File: src/pkg/mhc_cfg.svh
/*
 * Constants for the high-carrier select slice: register offsets, field
 * positions, reset values and selector codes.
 * Assumes inclusion by bare name from the package and the design files.
 */
// Functional notes
// [RULE_01] out-disable bit set: selected source peripheral stops driving its pin.
// [RULE_02] out-disable bit clear: selected source peripheral drives its pin normally.
// [RULE_03] invert bit set: selected high carrier is inverted before use.
// [RULE_04] invert bit clear: selected high carrier passes uninverted.
// [RULE_05] sync bit set: switch high to low waits for carrier falling edge.
// [RULE_06] sync bit clear: modulator output follows data with no edge alignment.
// [RULE_07] bit 4 of the control register reads zero, writes ignored.
// [RULE_08] four-bit source selector in bits 3..0 picks the high carrier.
// [RULE_09] selector code 1111 is reserved, no carrier connected.
// [RULE_10] code 0111 routes capture/compare unit four PWM output.
// [RULE_11] code 0010 routes carrier input pin two.
// [RULE_12] reference clock output is one selectable high carrier source.
// [RULE_13] 0110/0101/0100 units three/two/one; 0011 refclk; 0001 pin one; 0000 low.
`ifndef MHC_CFG_SVH
`define MHC_CFG_SVH

`define MHC_OFS_CTRL      4'h0
`define MHC_OFS_STATUS    4'h4
`define MHC_CTRL_RESET    8'h00
`define MHC_BIT_ODIS      7
`define MHC_BIT_INV       6
`define MHC_BIT_SYNC      5
`define MHC_CTRL_WMASK    8'hEF
`define MHC_SEL_LOW       4'h0
`define MHC_SEL_PIN1      4'h1
`define MHC_SEL_PIN2      4'h2
`define MHC_SEL_REFCLK    4'h3
`define MHC_SEL_CCU1      4'h4
`define MHC_SEL_CCU2      4'h5
`define MHC_SEL_CCU3      4'h6
`define MHC_SEL_CCU4      4'h7
`define MHC_SEL_RSVD      4'hF

`endif

File: src/pkg/mhc_pkg.sv
/*
 * Types for the high-carrier select slice.
 * Assumes mhc_cfg.svh is on the include path.
 */
`include "mhc_cfg.svh"

package mhc_pkg;

   typedef logic [3:0] mhc_sel_t;

   // bus transaction phase
   typedef enum logic [1:0] {
      MHC_BUS_IDLE,
      MHC_BUS_ACK
   } mhc_bus_state_t;

   // which carrier the modulator currently follows
   typedef enum logic {
      MHC_CAR_LOW,
      MHC_CAR_HIGH
   } mhc_car_t;

endpackage

File: src/hdl/mhc_sync2.sv
/*
 * Two-flip-flop synchroniser for a vector of asynchronous levels.
 * Assumes the inputs are independent levels from pins or other clocks.
 */
`timescale 1ns/1ps

module mhc_sync2 #(
   parameter int WIDTH = 1
) (
   // clock and reset
   input  wire logic             clk_i,
   input  wire logic             rst_i,
   // levels
   input  wire logic [WIDTH-1:0] d_i,
   output logic      [WIDTH-1:0] q_o
);

   typedef struct packed {
      logic [WIDTH-1:0] meta;
      logic [WIDTH-1:0] q;
   } mhc_sync_state_t;

   mhc_sync_state_t st_r;
   mhc_sync_state_t st_nxt;

   // first stage is read only by the second stage
   always_comb begin
      st_nxt      = st_r;
      st_nxt.meta = d_i;
      st_nxt.q    = st_r.meta;
   end

   always_ff @(posedge clk_i or posedge rst_i) begin
      if (rst_i) begin
         st_r <= '0;
      end else begin
         st_r <= st_nxt;
      end
   end

   assign q_o = st_r.q;

endmodule

File: src/hdl/mhc_top.sv
/*
 * High-carrier select slice of a data signal modulator: control register
 * on Avalon-MM, source selection, polarity, output-disable and optional
 * synchronisation of a high-to-low carrier switch to the carrier's
 * falling edge.
 * Assumes pin and reference-clock inputs are asynchronous; the capture/
 * compare PWM outputs and the low carrier come from logic on clk_i.
 */
// Our own choices: the Avalon-MM interface to the registers and the address map.
`timescale 1ns/1ps

`include "mhc_cfg.svh"

module mhc_top (
   // clock and reset
   input  wire logic            clk_i,
   input  wire logic            rst_i,
   // avalon-mm slave
   input  wire logic [3:0]      avs_address_i,
   input  wire logic            avs_read_i,
   input  wire logic            avs_write_i,
   input  wire logic [31:0]     avs_writedata_i,
   input  wire logic [3:0]      avs_byteenable_i,
   output logic      [31:0]     avs_readdata_o,
   output logic                 avs_waitrequest_o,
   output logic [1:0]           avs_response_o,
   // carrier sources, same clock
   input  wire logic [3:0]      ccu_pwm_i,
   // carrier sources, asynchronous
   input  wire logic            reference_clock_output_i,
   input  wire logic            carrier_input_pin_one_i,
   input  wire logic            carrier_input_pin_two_i,
   // modulator side
   input  wire logic            low_carrier_i,
   input  wire logic            mod_data_i,
   output logic                 high_carrier_o,
   output logic                 mod_out_o,
   // per-source pin drive disables: [3:0] ccu one..four, [4] reference clock
   output logic [4:0]           src_out_disable_o,
   // control view
   output mhc_pkg::mhc_sel_t    high_carrier_source_select_o
);

   import mhc_pkg::*;

   typedef struct packed {
      logic [7:0]      ctrl;
      mhc_bus_state_t  bus;
      logic [31:0]     rdata;
      logic [1:0]      resp;
      logic            waitreq;
      logic            car_q;
      logic            car_prev;
      mhc_car_t        follow;
      logic            mod_out;
      logic [4:0]      odis;
   } mhc_state_t;

   mhc_state_t st_r;
   mhc_state_t st_nxt;

   logic [2:0] async_sync;
   logic       car_raw;
   logic       car_fall;

   // asynchronous sources pass two flip-flops before use
   mhc_sync2 #(
      .WIDTH(3)
   ) u_sync (
      .clk_i(clk_i),
      .rst_i(rst_i),
      .d_i  ({carrier_input_pin_two_i, carrier_input_pin_one_i, reference_clock_output_i}),
      .q_o  (async_sync)
   );

   // source selector decode, used for carrier routing only; drive disables are decoded by odis_of
   function automatic logic pick(input logic [3:0] sel, input logic [3:0] pwm,
                                 input logic [2:0] asy);
      logic r;
      r = 1'b0;
      if (sel == `MHC_SEL_CCU4) begin
         r = pwm[3]; // RULE_10
      end else if (sel == `MHC_SEL_CCU3) begin
         r = pwm[2]; // RULE_13
      end else if (sel == `MHC_SEL_CCU2) begin
         r = pwm[1]; // RULE_13
      end else if (sel == `MHC_SEL_CCU1) begin
         r = pwm[0]; // RULE_13
      end else if (sel == `MHC_SEL_REFCLK) begin
         r = asy[0]; // RULE_12
      end else if (sel == `MHC_SEL_PIN2) begin
         r = asy[2]; // RULE_11
      end else if (sel == `MHC_SEL_PIN1) begin
         r = asy[1]; // RULE_13
      end else begin
         r = 1'b0; // RULE_09
      end
      return r;
   endfunction

   // one-hot drive disable for the selected peripheral
   function automatic logic [4:0] odis_of(input logic [3:0] sel, input logic dis);
      logic [4:0] r;
      r = 5'h00;
      if (dis) begin
         if (sel >= `MHC_SEL_CCU1 && sel <= `MHC_SEL_CCU4) begin
            r[sel[1:0]] = 1'b1;
         end else if (sel == `MHC_SEL_REFCLK) begin
            r[4] = 1'b1;
         end
      end
      return r;
   endfunction

   assign car_raw  = pick(st_r.ctrl[3:0], ccu_pwm_i, async_sync);
   assign car_fall = st_r.car_prev & ~st_r.car_q;

   // next state: bus slave, carrier conditioning, modulator switch
   always_comb begin
      st_nxt        = st_r;
      st_nxt.waitreq = 1'b1;
      case (st_r.bus)
         MHC_BUS_IDLE: begin
            if (avs_write_i || avs_read_i) begin
               st_nxt.bus    = MHC_BUS_ACK;
               st_nxt.waitreq = 1'b0;
               st_nxt.resp   = 2'h0;
               st_nxt.rdata  = 32'h0000_0000;
               if (avs_address_i == `MHC_OFS_CTRL) begin
                  if (avs_write_i && avs_byteenable_i[0]) begin
                     st_nxt.ctrl = avs_writedata_i[7:0] & `MHC_CTRL_WMASK; // RULE_07 RULE_08
                  end
                  st_nxt.rdata = {24'h00_0000, st_r.ctrl};
               end else if (avs_address_i == `MHC_OFS_STATUS) begin
                  st_nxt.rdata = {29'h0000_0000, st_r.follow, st_r.mod_out, st_r.car_q};
               end else begin
                  st_nxt.resp = 2'h2; // unmapped: slave error
               end
            end
         end
         MHC_BUS_ACK: begin
            st_nxt.bus = MHC_BUS_IDLE;
         end
         default: begin
            st_nxt.bus = MHC_BUS_IDLE;
         end
      endcase

      // polarity applied after selection
      st_nxt.car_q    = st_r.ctrl[`MHC_BIT_INV] ? ~car_raw : car_raw; // RULE_03 RULE_04
      st_nxt.car_prev = st_r.car_q;
      st_nxt.odis     = odis_of(st_r.ctrl[3:0], st_r.ctrl[`MHC_BIT_ODIS]); // RULE_01 RULE_02

      // carrier choice: high follows data=1; switch to low may wait for a fall
      if (mod_data_i) begin
         st_nxt.follow = MHC_CAR_HIGH;
      end else if (!st_r.ctrl[`MHC_BIT_SYNC] || car_fall) begin
         st_nxt.follow = MHC_CAR_LOW; // RULE_05 RULE_06
      end
      st_nxt.mod_out = (st_nxt.follow == MHC_CAR_HIGH) ? st_r.car_q : low_carrier_i;
   end

   always_ff @(posedge clk_i or posedge rst_i) begin
      if (rst_i) begin
         st_r       <= '0;
         st_r.ctrl  <= `MHC_CTRL_RESET;
         st_r.waitreq <= 1'b1; // bus stalls while in reset
      end else begin
         st_r <= st_nxt;
      end
   end

   assign avs_readdata_o               = st_r.rdata;
   assign avs_waitrequest_o            = st_r.waitreq;
   assign avs_response_o               = st_r.resp;
   assign high_carrier_o               = st_r.car_q;
   assign mod_out_o                    = st_r.mod_out;
   assign src_out_disable_o            = st_r.odis;
   assign high_carrier_source_select_o = st_r.ctrl[3:0];
endmodule

File: config.mk
export PLATFORM = sky130hd
export DESIGN_NAME = mhc_top
export DESIGN_NICKNAME = d
export VERILOG_FILES = /design/src/pkg/mhc_pkg.sv /design/src/hdl/mhc_sync2.sv /design/src/hdl/mhc_top.sv
export VERILOG_INCLUDE_DIRS = /design/src /design/src/pkg
export SDC_FILE = /design/constraint.sdc
export NUM_CORES = 1
export LEC_CHECK = 0
export BUFFER_PORTS_ARGS = -buffer_cell sky130_fd_sc_hd__buf_4
export CORE_MARGIN = 2
export CORE_UTILIZATION = 35
export CTS_BUF_LIST = sky130_fd_sc_hd__clkbuf_8
export DETAILED_ROUTE_END_ITERATION = 7
export HOLD_SLACK_MARGIN = 0.12
export PLACE_DENSITY = 0.68
export SLEW_MARGIN = 10
export SYNTH_ARGS = -nofsm -noshare
export SYNTH_HDL_FRONTEND = slang
export SYNTH_SLANG_ARGS = --single-unit
File: constraint.sdc
create_clock -name clk_i -period 2.9 [get_ports clk_i]
set_input_delay 0.435 -clock clk_i [delete_from_list [all_inputs] [get_ports clk_i]]
set_output_delay 0.435 -clock clk_i [all_outputs]
set_load 0.05 [all_outputs]
==> results of run 1 <==
-- flip-flops by register name, indices dropped and copies added, names as in the netlist --
| name | count |
|---|---|
| mod_out_o | 1 |
| u_sync.st_nxt | 3 |
| src_out_disable_o | 5 |
| st_r | 6 |
| high_carrier_source_select_o | 4 |
| high_carrier_o | 1 |
| avs_response_o | 1 |
| avs_waitrequest_o | 1 |
| u_sync.q_o | 3 |
| avs_readdata_o | 7 |
-- layout make-up --
type,count,share of cell area (%)
multi-input combinational,73,27.27
timing repair buffer,45,18.32
sequential,32,43.49
clock buffer,7,5.224
tap,52,3.528
inverter,2,0.5427
clock inverter,1,1.628
-- layout by cell type (no fill, tap or decap) --
| cell | netlist | routed |
|---|---|---|
| nand2_1 | 4 | 4 |
| nor4_1 | 1 | 1 |
| buf_4 | 43 | 45 |
| nor2_1 | 3 | 3 |
| conb_1 | 1 | 26 |
| mux2i_1 | 3 | 3 |
| nor3_4 | 1 | 1 |
| nand2b_1 | 2 | 2 |
| a221oi_1 | 1 | 1 |
| a211oi_1 | 2 | 2 |
| o21ai_1 | 3 | 3 |
| or2_1 | 1 | 1 |
| inv_4 | 1 | 1 |
| a22o_1 | 4 | 4 |
| xor2_1 | 1 | 1 |
| inv_1 | 1 | 1 |
| nor4b_1 | 1 | 1 |
| mux2_1 | 2 | 2 |
| or3_4 | 1 | 1 |
| dfstp_2 | 1 | 1 |
| nor2_4 | 1 | 1 |
| clkbuf_8 | 0 | 7 |
| nor3_1 | 1 | 1 |
| o21a_1 | 1 | 1 |
| nor2b_1 | 3 | 3 |
| nor3b_1 | 1 | 1 |
| bufinv_16 | 0 | 1 |
| a31o_2 | 1 | 1 |
| mux2_4 | 7 | 7 |
| nand3b_1 | 1 | 1 |
| and3_4 | 1 | 1 |
| dfrtp_1 | 31 | 31 |
-- layer usage --
layer  up-vias  track usage (%)  wire length [µm]  part of all wire, %
met3         8            4.274               228                  8.6
met5         -                0                 0                    0
met1       409            12.53               998                   38
met2        39            17.65              1364                   51
li1        423                -                 -                    -
met4         0            6.918                69                  2.6
-- cells by family (layout without fill, tap and decap cells) --
logic type	count (synthesis)	count (layout)	synth area share, %
simple gates	22	22	9.498
other cells	1	26	0.2392
compound gates	12	12	5.746
flops	32	32	51.16
mux	12	12	10.06
buf+inv	47	55	22.75
xor+xnor	1	1	0.5588
-- stage by stage --
stage | worst slack (ns) | hold slack, ns | instances | power [µW]
final | 1.244 | 0.2599 | 212 | 1303
after global routing | 1.132 | 0.2448 | 212 | 1354
after CTS | 1.229 | 0.2504 | 212 | 1320
after detailed placement | 0.9515 | 0.3387 | 204 | 851.5
after global placement | 0.9627 | 0.3347 | 204 | 847.9
after floorplan | 1.166 | 0.3312 | 152 | 807.0
-- worst max-delay path, delay by kind of cell, from the launching register on --
family,cells,cell delay (ns)
buffers and inverters,1,0.08
flip-flops,1,0.39
multiplexers,1,0.32
AND/OR/NAND/NOR,3,0.75
-- final timing paths --
path / cells past startpoint / to / start
hold / removal: 1 / u_sync.st_nxt[1] / carrier_input_pin_one_i
hold reg to reg: 0 / u_sync.q_o[0] / u_sync.st_nxt[0]
setup / recovery: 5 / high_carrier_source_select_o[0] / st_r[44]
max in group asynchronous: 3 / avs_waitrequest_o / rst_i
setup reg to reg: 5 / high_carrier_source_select_o[0] / st_r[44]
min in group asynchronous: 2 / src_out_disable_o[0] / rst_i
-- power breakdown --
group | switching (µW) | internal (µW)
Sequential | 42.9 | 490
Combinational | 211 | 96.4
Clock | 161 | 303
Total | 414 | 889
==> summary.md, run 1 <==
| Metric | Value |
|---|---|
| Status | finished clean |
| Sink Count | 32 |
| DRT Pass-1 Iters | 4 |
| # hold bufs at CTS | 0 |
| Footprint of the multi-input gates | about 500 µm² |
| Design Area, Final | approximately 0.0018 mm² |
| CP arrival | 1.83 ns |
| Nets@finish | 212 |
| Via density | 4.146 |
| Minimum clock period | 1.656 ns |
| Distinct cells, synth | 32 |
| Final Util | 42.65% |
| Clock skew | 0.005043 ns |
| Drt drc | 0 |
| Max-Slew Margin vs Limit | 48.99% |
| Layout cells sized above 1 | 41.88% |
| Port Buf Inserts | 44 |
| Sequential element share of the synthesized area | 51.16% |
| Chip height | a little over 70 µm |
| Die W | between 70 and 80 µm |
| Crit-path max FO | 10 |
| Num rows | 24 |
| I/O pins | 99 |
| Top post-synthesis cells by area | dfrtp_1 (49%), buf_4 (21%), mux2_4 (6.7%) |
| Fillers | 435 |
| Worst Tran Pin Value | approximately 0.76 ns |
| DRT iter0 DRCs | 57 |
| Avg Cell Area, Syn | approximately 12 µm² |
| Period Utilization, post-route | 57.10% |
| Cell taking the most area after synthesis | dfrtp_1 |
| Ys Warns | 0 |
| Slowest CP cell | dfrtp_1 |
| CTS buffer count | 5 |
| Max H-tree Level | 2 |
| Slowest cell delay on critical path | just under 0.4 ns |
| GP Congestion | 0.6898 |
| CTS tree | yes |
| Clock root buffer | clkbuf_8 |
| F_max | between 0.6 and 0.7 GHz |
| Synth-to-Final Area Change | 17.64% |
| Die ar. | 0.005030 mm² |
| DR vias | 879 |
| Final Hold Fails | 0 |
| P_leak | 0.0009358 µW |
| VDD IR-drop max | 0.0002843 V |
| Setup-failing EPs final | 0 |
| Post-route ant nets | 0 |
| DRT Wirelength | 2.660 mm |
| CP Capture Type | register |
| Post-synthesis register bit count | 32 |
| Worst-path clk slew | 0.07 ns |
| Drt wl/cell | 12.55 µm |
| Largest net degree at the start of global routing | 22 |
| Diode count | 0 |
| Req. time, crit path | 3.07 ns |
| Synth Flop Type | dfrtp_1 |
| Storage cell area | 802.0 µm² |
| Setup TNS | 0 ns |
| Most frequent cell after synthesis | buf_4 |
| Share of the synthesized area in the top cell type | about half |
| Setup slack, reg-to-reg | 1.24 ns |
| CTS resizes | 0 |
| Post-Syn Area | between 0.0015 and 0.002 mm² |
| Syn Inst Count | 127 |
| Max Transition Viols Final | 0 |
| Cell Area, Placed | 0.001718 mm² |
| RSZ-0062 raised after global routing | no |
| Starting Density | 36.26% |
| Hold WC Path Type | in2reg |
| Post-synth top cells | buf_4 (43), dfrtp_1 (31), mux2_4 (7) |
| Max_cap viols | 0 |
| Setup CP Type | reg2reg |
| Ys async rst share | 100.0% |
| Clock Path Buffers | 2 |
| Worst skew pair latency | 0.28 ns |
| Post-synth EDFFs | 0 |
| Crit path launch type | register |
| Cell Pwr Density | 706.6 mW/mm² |
| First-pass GRT wire length | a little over 4 mm |
| CP Cell Sequence | nor2_4, inv_4, nor3_4, and3_4, mux2_4 |
| Setup Buffers After CTS | 0 |
| GR Overflow Total | 0 |
| Number of global-route vias before repair | between 800 and 900 |
| DP HPWL | 2.008 mm |
| Core area | 0.004324 mm² |
| Initial antenna violation count | 0 |
| Total GRT Usage | 11.10% |
Note: power is estimated with default switching activity, not from simulation.
==> inputs of run 2 (changes only) <==
- PLACE_DENSITY: 0.68 -> 0.71
- clock period: 2.9 -> 1.5 ns (I/O delays scaled with it)
==> run 2 against run 1 <==
Count of clock-buffer cells in the layout shrank 2. Power grew 91%. Clock power grew 74%. Critical path type unchanged. Largest cell class unchanged.
==> summary.md, run 2 (synthesized netlist as in run 1, its figures left out) <==
| Metric | Value |
|---|---|
| Slowest cell delay on critical path | 0.40 ns (about the same) |
| CP Cell Sequence | nor2_4, inv_4, nor3_4, and3_4, mux2_4 |
| Initial antenna violation count | 0 (unchanged) |
| Most frequent cells in the layout | buf_4 (53), dfrtp_1 (31), conb_1 (26) |
| DR vias | 933 (+6.1%) |
| Max Transition Viols Final | 0 (unchanged) |
| Worst skew pair latency | 0.28 ns (about the same) |
| Sw frac | 32.93% (+1.1 points) |
| Worst-path clk slew | 0.07 ns (about the same) |
| Slowest CP cell | dfrtp_1 |
| Cell Count, Final, Fillers Out | 224 (+5.7%) |
| Diode count | 0 (unchanged) |
| Clock skew | 0.005064 ns (+0.00002060 ns) |
| GR Overflow Total | 0 (unchanged) |
| M1 GR Usage | 14.54% (+2.0 points) |
| Chip height | 70.93 µm (unchanged) |
| Register share of total power | 40.1% (-0.8 points) |
| Crit path launch type | register |
| Starting Density | 36.26% (unchanged) |
| VDD IR-drop max | 0.0006719 V (+140%) |
| Setup-failing EPs final | 0 (unchanged) |
| Routing usage on met2 | 18.28% (+0.62 points) |
| Port Buf Inserts | 44 (unchanged) |
| CP Capture Type | register |
| DP HPWL | 2.074 mm (+3.3%) |
| Final Util | 44.76% (+2.1 points) |
| Clock root buffer | clkbuf_8 |
| RSZ-0062 raised after global routing | no |
| Gr busiest metal | met2 |
| Max H-tree Level | 2 (unchanged) |
| I/O pins | 99 (unchanged) |
| Die ar. | 0.005030 mm² (unchanged) |
| Minimum clock period | 1.435 ns (-0.2212 ns) |
| DRT Pass-1 Iters | 3 (-1) |
| Crit-path max FO | 7 (-3) |
| Comb pwr share | 27.5% (+3.9 points) |
| Post-route ant nets | 0 (unchanged) |
| Max reg flops | 7 (unchanged) |
| Via density | 4.165 (+0.46%) |
| Int Power | 1671 µW (+88%) |
| Req. time, crit path | 1.67 ns (-1.40 ns) |
| Die W | 70.93 µm (unchanged) |
| Core area | 0.004324 mm² (unchanged) |
| Max_cap viols | 0 (unchanged) |
| Synth-to-Final Area Change | 23.46% |
| Met3 GRT Util | 4.131% (-0.14 points) |
| Drt wl/cell | 12.24 µm (-2.5%) |
| Number of global-route vias before repair | 943 (+8.3%) |
| Placed Cells | 211 (+3.4%) |
| P_leak | 0.0009849 µW (+5.2%) |
| Clock Path Buffers | 2 (unchanged) |
| Num rows | 24 (unchanged) |
| Status | finished clean |
| Drt drc | 0 (unchanged) |
| Hold WC Path Type | in2reg |
| Layout cells sized above 1 | 44.19% (+2.3 points) |
| GP Congestion | 0.7345 (+6.5%) |
| Largest net degree at the start of global routing | 33 (+50%) |
| Most common library cell in the layout ignoring fill and taps | buf_4 |
| Period Utilization, post-route | 95.65% (+39 points) |
| DRT Wirelength | 2.741 mm (+3.0%) |
| F_max | 0.6970 GHz (+15%) |
| Nets@finish | 224 (+5.7%) |
| CP arrival | 1.60 ns (-0.23 ns) |
| CTS tree | yes |
| Sink Count | 32 (unchanged) |
| Final Hold Fails | 0 (unchanged) |
| Sw Pwr | 820.6 µW (+98%) |
| Total GRT Usage | 11.81% (+0.71 points) |
| Cell Pwr Density | 1287 mW/mm² (+82%) |
| DRT iter0 DRCs | 30 (-47%) |
| Clock share of power | 32.3% (-3.3 points) |
| CTS buffer count | 5 (unchanged) |
| Setup CP Type | reg2reg |
| First-pass GRT wire length | 4.402 mm (+6.9%) |
==> run 2: cell count changes in the layout (fill, tap and decap cells not counted) <==
cell	previous run	this run
buf_4	45	53
clkbuf_8	7	5
clkinv_2	0	1
clkinvlp_4	0	1
dlygate4sd3_1	0	4
nor4_1	1	0
nor4_2	0	1
==> run 2: path summary, 6_finish.rpt <==
check / from / to / slack (ns) / depth (start not counted)
max: st_r[44] / st_r[53] / 0.07 / 5
min: mod_data_i / st_r[6] / 0.16 / 2
max reg2reg: st_r[44] / st_r[53] / 0.07 / 5
min reg2reg: u_sync.st_nxt[1] / u_sync.q_o[1] / 0.35 / 0
max in group asynchronous: rst_i / avs_waitrequest_o / 0.60 / 4
min in group asynchronous: rst_i / avs_response_o[1] / 0.59 / 4
==> run 2: worst max-delay path, delay by kind of cell, from the launching register on <==
| kind | cells | cell delay, ns |
|---|---|---|
| flip-flops | 1 | 0.40 |
| buffers and inverters | 1 | 0.05 |
| AND/OR/NAND/NOR | 3 | 0.55 |
| multiplexers | 1 | 0.31 |
==> run 2: cell type report <==
cell class | count | area, µm²
clock buffer | 5 | 68.82
clock inverter | 3 | 42.54
fill | 447 | 2389
inverter | 2 | 10.01
multi-input combinational | 73 | 509.2
sequential | 32 | 802.0
tap | 52 | 65.06
timing repair buffer | 57 | 437.9
==> run 2: through the flow <==
stage / power, µW / setup slack, ns / hold slack [ns] / cell area, µm² / TNS, ns
floorplan: 1559 / -0.03405 / 0.2564 / 1662 / -0.2383
global placement: 1682 / -0.1313 / 0.3338 / 1770 / -0.9017
detailed placement: 1689 / -0.1313 / 0.3383 / 1770 / -0.8906
CTS: 2520 / 0.03427 / 0.1536 / 1929 / 0
global route: 2599 / 0.005751 / 0.1553 / 1936 / 0
finish: 2492 / 0.06532 / 0.1648 / 1936 / 0
==> run 2: per-layer routing <==
metal | routed length, µm | part of all wire, %
met1 | 1152 | 42
met2 | 1357 | 50
met4 | 58 | 2.1
met5 | 0 | 0
met3 | 172 | 6.3
==> run 2: timing repair <==
| action | 4_1_cts | 5_1_grt |
|---|---|---|
| hold buffers | 4 | 0 |
| endpoints found under the setup margin | 5 | 8 |
| buffers inserted | 1 | 0 |
| hold endpoints to repair | 34 | 0 |
| pin swaps | 3 | 2 |
| gates resized for setup | 0 | 1 |
==> run 2: power groups by stage <==
stage / Sequential (µW) / Combinational, µW / Clock (µW)
6_report: 1000 / 686 / 806
5_1_grt: 1010 / 727 / 861
4_1_cts: 999 / 688 / 833
3_5_place_dp: 1020 / 674 / 0
3_3_place_gp: 1010 / 669 / 0
2_1_floorplan: 1090 / 471 / 0
==> inputs of run 3 (changes only) <==
- PLACE_DENSITY: 0.71 -> 0.7
- SYNTH_HIERARCHICAL: unset -> 1
==> run 3 against run 2 <==
Die area is 0.31% higher. Clock skew is 0.0063 ns higher. Sequential power hardly changed. Via count is 4.7% lower. Utilization is 1.4 points lower. Fmax is 2.6% higher. Non-clock buffer count is 4 lower. Global-route usage is 1.1 points lower. Critical path type unchanged. Critical endpoint is now high_carrier_source_select_o[2]. Largest cell class unchanged.
==> summary.md, run 3 <==
| Metric | Value |
|---|---|
| Ys async rst share | 100.0% (unchanged) |
| DRT iter0 DRCs | 33 (+10%) |
| Slowest cell delay on critical path | 0.36 ns (-0.04 ns) |
| Crit-path max FO | 7 (unchanged) |
| Most frequent cells in the layout | buf_4 (49), dfrtp_1 (31), conb_1 (26) |
| Setup crit start | st_r[44] |
| Number of global-route vias before repair | 851 (-9.8%) |
| Nets@finish | 219 (-2.2%) |
| Register share of total power | 42.1% (+2.0 points) |
| CTS tree | yes |
| Worst skew pair latency | 0.28 ns (about the same) |
| Post-Syn Area | 0.001573 mm² (+0.32%) |
| Worst r2r src | st_r[44] |
| DRT Pass-1 Iters | 2 (-1) |
| Comb pwr share | 25.8% (-1.7 points) |
| Worst R2R Path Depth | 4 (-1) |
| Int Power | 1646 µW (-1.5%) |
| DR vias | 889 (-4.7%) |
| Synth Flop Type | dfrtp_1 |
| Slowest CP cell | dfrtp_1 |
| Drt wl/cell | 11.44 µm (-6.5%) |
| Cell Count, Final, Fillers Out | 219 (-2.2%) |
| Cell Pwr Density | 1294 mW/mm² (+0.52%) |
| Placed Cells | 206 (-2.4%) |
| WP depth | 4 (-1) |
| Setup crit end | high_carrier_source_select_o[2] |
| Post-synthesis xor/xnor area fraction | 0.5569% (-0.0018 points) |
| Status | finished clean |
| Die ar. | 0.005046 mm² (+0.31%) |
| Setup slack, reg-to-reg | 0.10 ns (+0.04 ns) |
| Clock root buffer | clkbuf_8 |
| Compound-Gate Fraction of Synth Area | 6.205% (+0.46 points) |
| Max_cap viols | 0 (unchanged) |
| Distinct cells, synth | 31 (-3.1%) |
| Multiplexer share of the synthesized area | 11.22% (+1.2 points) |
| Worst-path clk slew | 0.07 ns (about the same) |
| Num rows | 24 (unchanged) |
| Minimum clock period | 1.399 ns (-0.03595 ns) |
| Diode count | 0 (unchanged) |
| Synth Area in Simple Gates | 7.239% (-2.3 points) |
| GP Congestion | 0.7027 (-4.3%) |
| GR Overflow Total | 0 (unchanged) |
| Post-synthesis register bit count | 32 (unchanged) |
| Core area | 0.004354 mm² (+0.69%) |
| Worst setup margin | 0.1013 ns (+0.03595 ns) |
| CP Capture Type | register |
| DRT Wirelength | 2.505 mm (-8.6%) |
| Post-synth EDFFs | 0 (unchanged) |
| CP Cell Sequence | o21bai_1, nor3_4, and3_4, mux2_4 |
| Sink Count | 32 (unchanged) |
| P_leak | 0.0009658 µW (-1.9%) |
| Sequential element share of the synthesized area | 50.99% (-0.16 points) |
| Layout cells sized above 1 | 41.92% (-2.3 points) |
| Sw frac | 32.62% (-0.31 points) |
| Max H-tree Level | 2 (unchanged) |
| Most frequent cell after synthesis | buf_4 |
| Crit path launch type | register |
| Max Transition Viols Final | 0 (unchanged) |
| Synth-to-Final Area Change | 20.05% |
| Top delay family on crit path | simple AND/OR/NAND/NOR gates |
| Port Buf Inserts | 44 (unchanged) |
| Post-route ant nets | 0 (unchanged) |
| VDD IR-drop max | 0.0005968 V (-11%) |
| Hold WC Path Type | in2reg |
| Syn Inst Count | 129 (+1.6%) |
| Initial antenna violation count | 0 (unchanged) |
| First-pass GRT wire length | 4.022 mm (-8.6%) |
| Ys Warns | 6 (+6) |
| Sw Pwr | 797.1 µW (-2.9%) |
| Period Utilization, post-route | 93.25% (-2.4 points) |
| Cell taking the most area after synthesis | dfrtp_1 |
| Drt drc | 0 (unchanged) |
| Clock Path Buffers | 2 (unchanged) |
| Die W | 71.04 µm (+0.16%) |
| CTS buffer count | 5 (unchanged) |
| Total GRT Usage | 10.67% (-1.1 points) |
| CP arrival | 1.57 ns (-0.03 ns) |
| Final Hold Fails | 0 (unchanged) |
| Setup CP Type | reg2reg |
| Adder-cell share of the synthesized area | 0% (unchanged) |
| F_max | 0.7149 GHz (+2.6%) |
| I/O pins | 99 (unchanged) |
| Share of the synthesized area in the top cell type | 49.32% (-0.16 points) |
| Avg Cell Area, Syn | 12.19 µm² (-1.2%) |
| Worst hold slack | 0.1679 ns (+0.003064 ns) |
| RSZ-0062 raised after global routing | no |
| Largest net degree at the start of global routing | 27 (-18%) |
| Clock share of power | 32.1% (-0.2 points) |
| Req. time, crit path | 1.67 ns (about the same) |
| Clock skew | 0.01134 ns (+0.006281 ns) |
| DP HPWL | 1.887 mm (-9.0%) |
| Max reg flops | 7 (unchanged) |
| Fillers | 412 (-7.8%) |
| Post-synth top cells | buf_4 (43), dfrtp_1 (31), mux2_4 (7) |
| Starting Density | 36.12% (-0.14 points) |
| CTS resizes | 0 (unchanged) |
| Setup slack at placement | -0.1005 ns (+0.03080 ns) |
| Chip height | 71.04 µm (+0.16%) |
| Setup-failing EPs final | 0 (unchanged) |
| Most common library cell in the layout ignoring fill and taps | buf_4 |
| Main combinational cell family by area after synthesis | buffers and inverters |
| Via density | 4.059 (-2.5%) |
| Top post-synthesis cells by area | dfrtp_1 (49%), buf_4 (21%), mux2_4 (6.7%) |
| Critical R2R Capture | high_carrier_source_select_o[2] |
| Worst Path Buf+Inv | 0 (-1) |
-- run 3: cell count changes in the layout (fill, tap and decap cells not counted), sizes merged, moves of 2 or more --
cell / change
inv: +2
nor2: -3
nor2b: -3
buf: -4
a21oi: +2
mux2i: +3
a211oi: -2
-- run 3: logic make-up (layout without fill, tap and decap cells) --
| kind of cell | after synthesis | in the layout |
|---|---|---|
| XOR/XNOR | 1 | 1 |
| AND/OR/NAND/NOR | 16 | 16 |
| multiplexers | 14 | 14 |
| other | 1 | 26 |
| buffers and inverters | 51 | 64 |
| AO/OA/AOI/OAI | 14 | 14 |
| flip-flops | 32 | 32 |
-- run 3: worst min-delay path by stage --
stage,slack (ns),end,cells past startpoint,from
floorplan,0.02,u_sync/q_o[0],1,rst_i
detailed placement,0.16,u_sync/st_nxt[0],2,rst_i
global placement,0.15,u_sync/st_nxt[0],2,rst_i
CTS,0.16,st_r[6],2,mod_data_i
finish,0.17,st_r[6],2,mod_data_i
global route,0.16,st_r[53],2,avs_writedata_i[7]
-- run 3: worst reg2reg max path: stages (launching register included) --
cell	delay, ns
dfrtp_1	0.36
o21bai_1	0.20
nor3_4	0.14
and3_4	0.29
mux2_4	0.31
-- run 3: power by group through the flow --
stage          Combinational [µW]  Sequential [µW]  Clock [µW]
6_report                      629             1030         785
5_1_grt                       663             1050         852
4_1_cts                       635             1030         812
3_5_place_dp                  625             1050           0
3_3_place_gp                  620             1050           0
2_1_floorplan                 495             1090           0
-- run 3: cell type report --
class / instances / area [µm²] / share of cell area [%]
Clock buffer: 5 / 68.82 / 3.645
Clock inverter: 3 / 38.79 / 2.054
Inverter: 3 / 11.26 / 0.5964
Multi-Input combinational cell: 71 / 494.2 / 26.18
Sequential cell: 32 / 802.0 / 42.48
Tap cell: 52 / 65.06 / 3.446
Timing Repair Buffer: 53 / 407.9 / 21.60
-- run 3: per-layer routing --
metal	GRT usage, %	up-vias	wire length [µm]
met2	17.34	36	1318
met5	0	-	0
met4	4.403	0	26
li1	-	438	-
met1	12.61	411	978
met3	4.274	4	181
-- run 3: timing repair --
item,CTS,global route
setup buffers,0,1
hold endpoints to repair,34,0
endpoints found under the setup margin,0,7
hold buffers,4,0
-- run 3: per-stage QoR --
stage / instance area [µm²] / setup TNS, ns / util (%) / total power (µW)
CTS: 1881 / 0 / 43.19 / 2479
global route: 1888 / 0 / 43.36 / 2564
finish: 1888 / 0 / 43.36 / 2443
global placement: 1733 / -0.6826 / 39.80 / 1668
detailed placement: 1733 / -0.6977 / 39.80 / 1672
floorplan: 1667 / -0.1652 / - / 1581
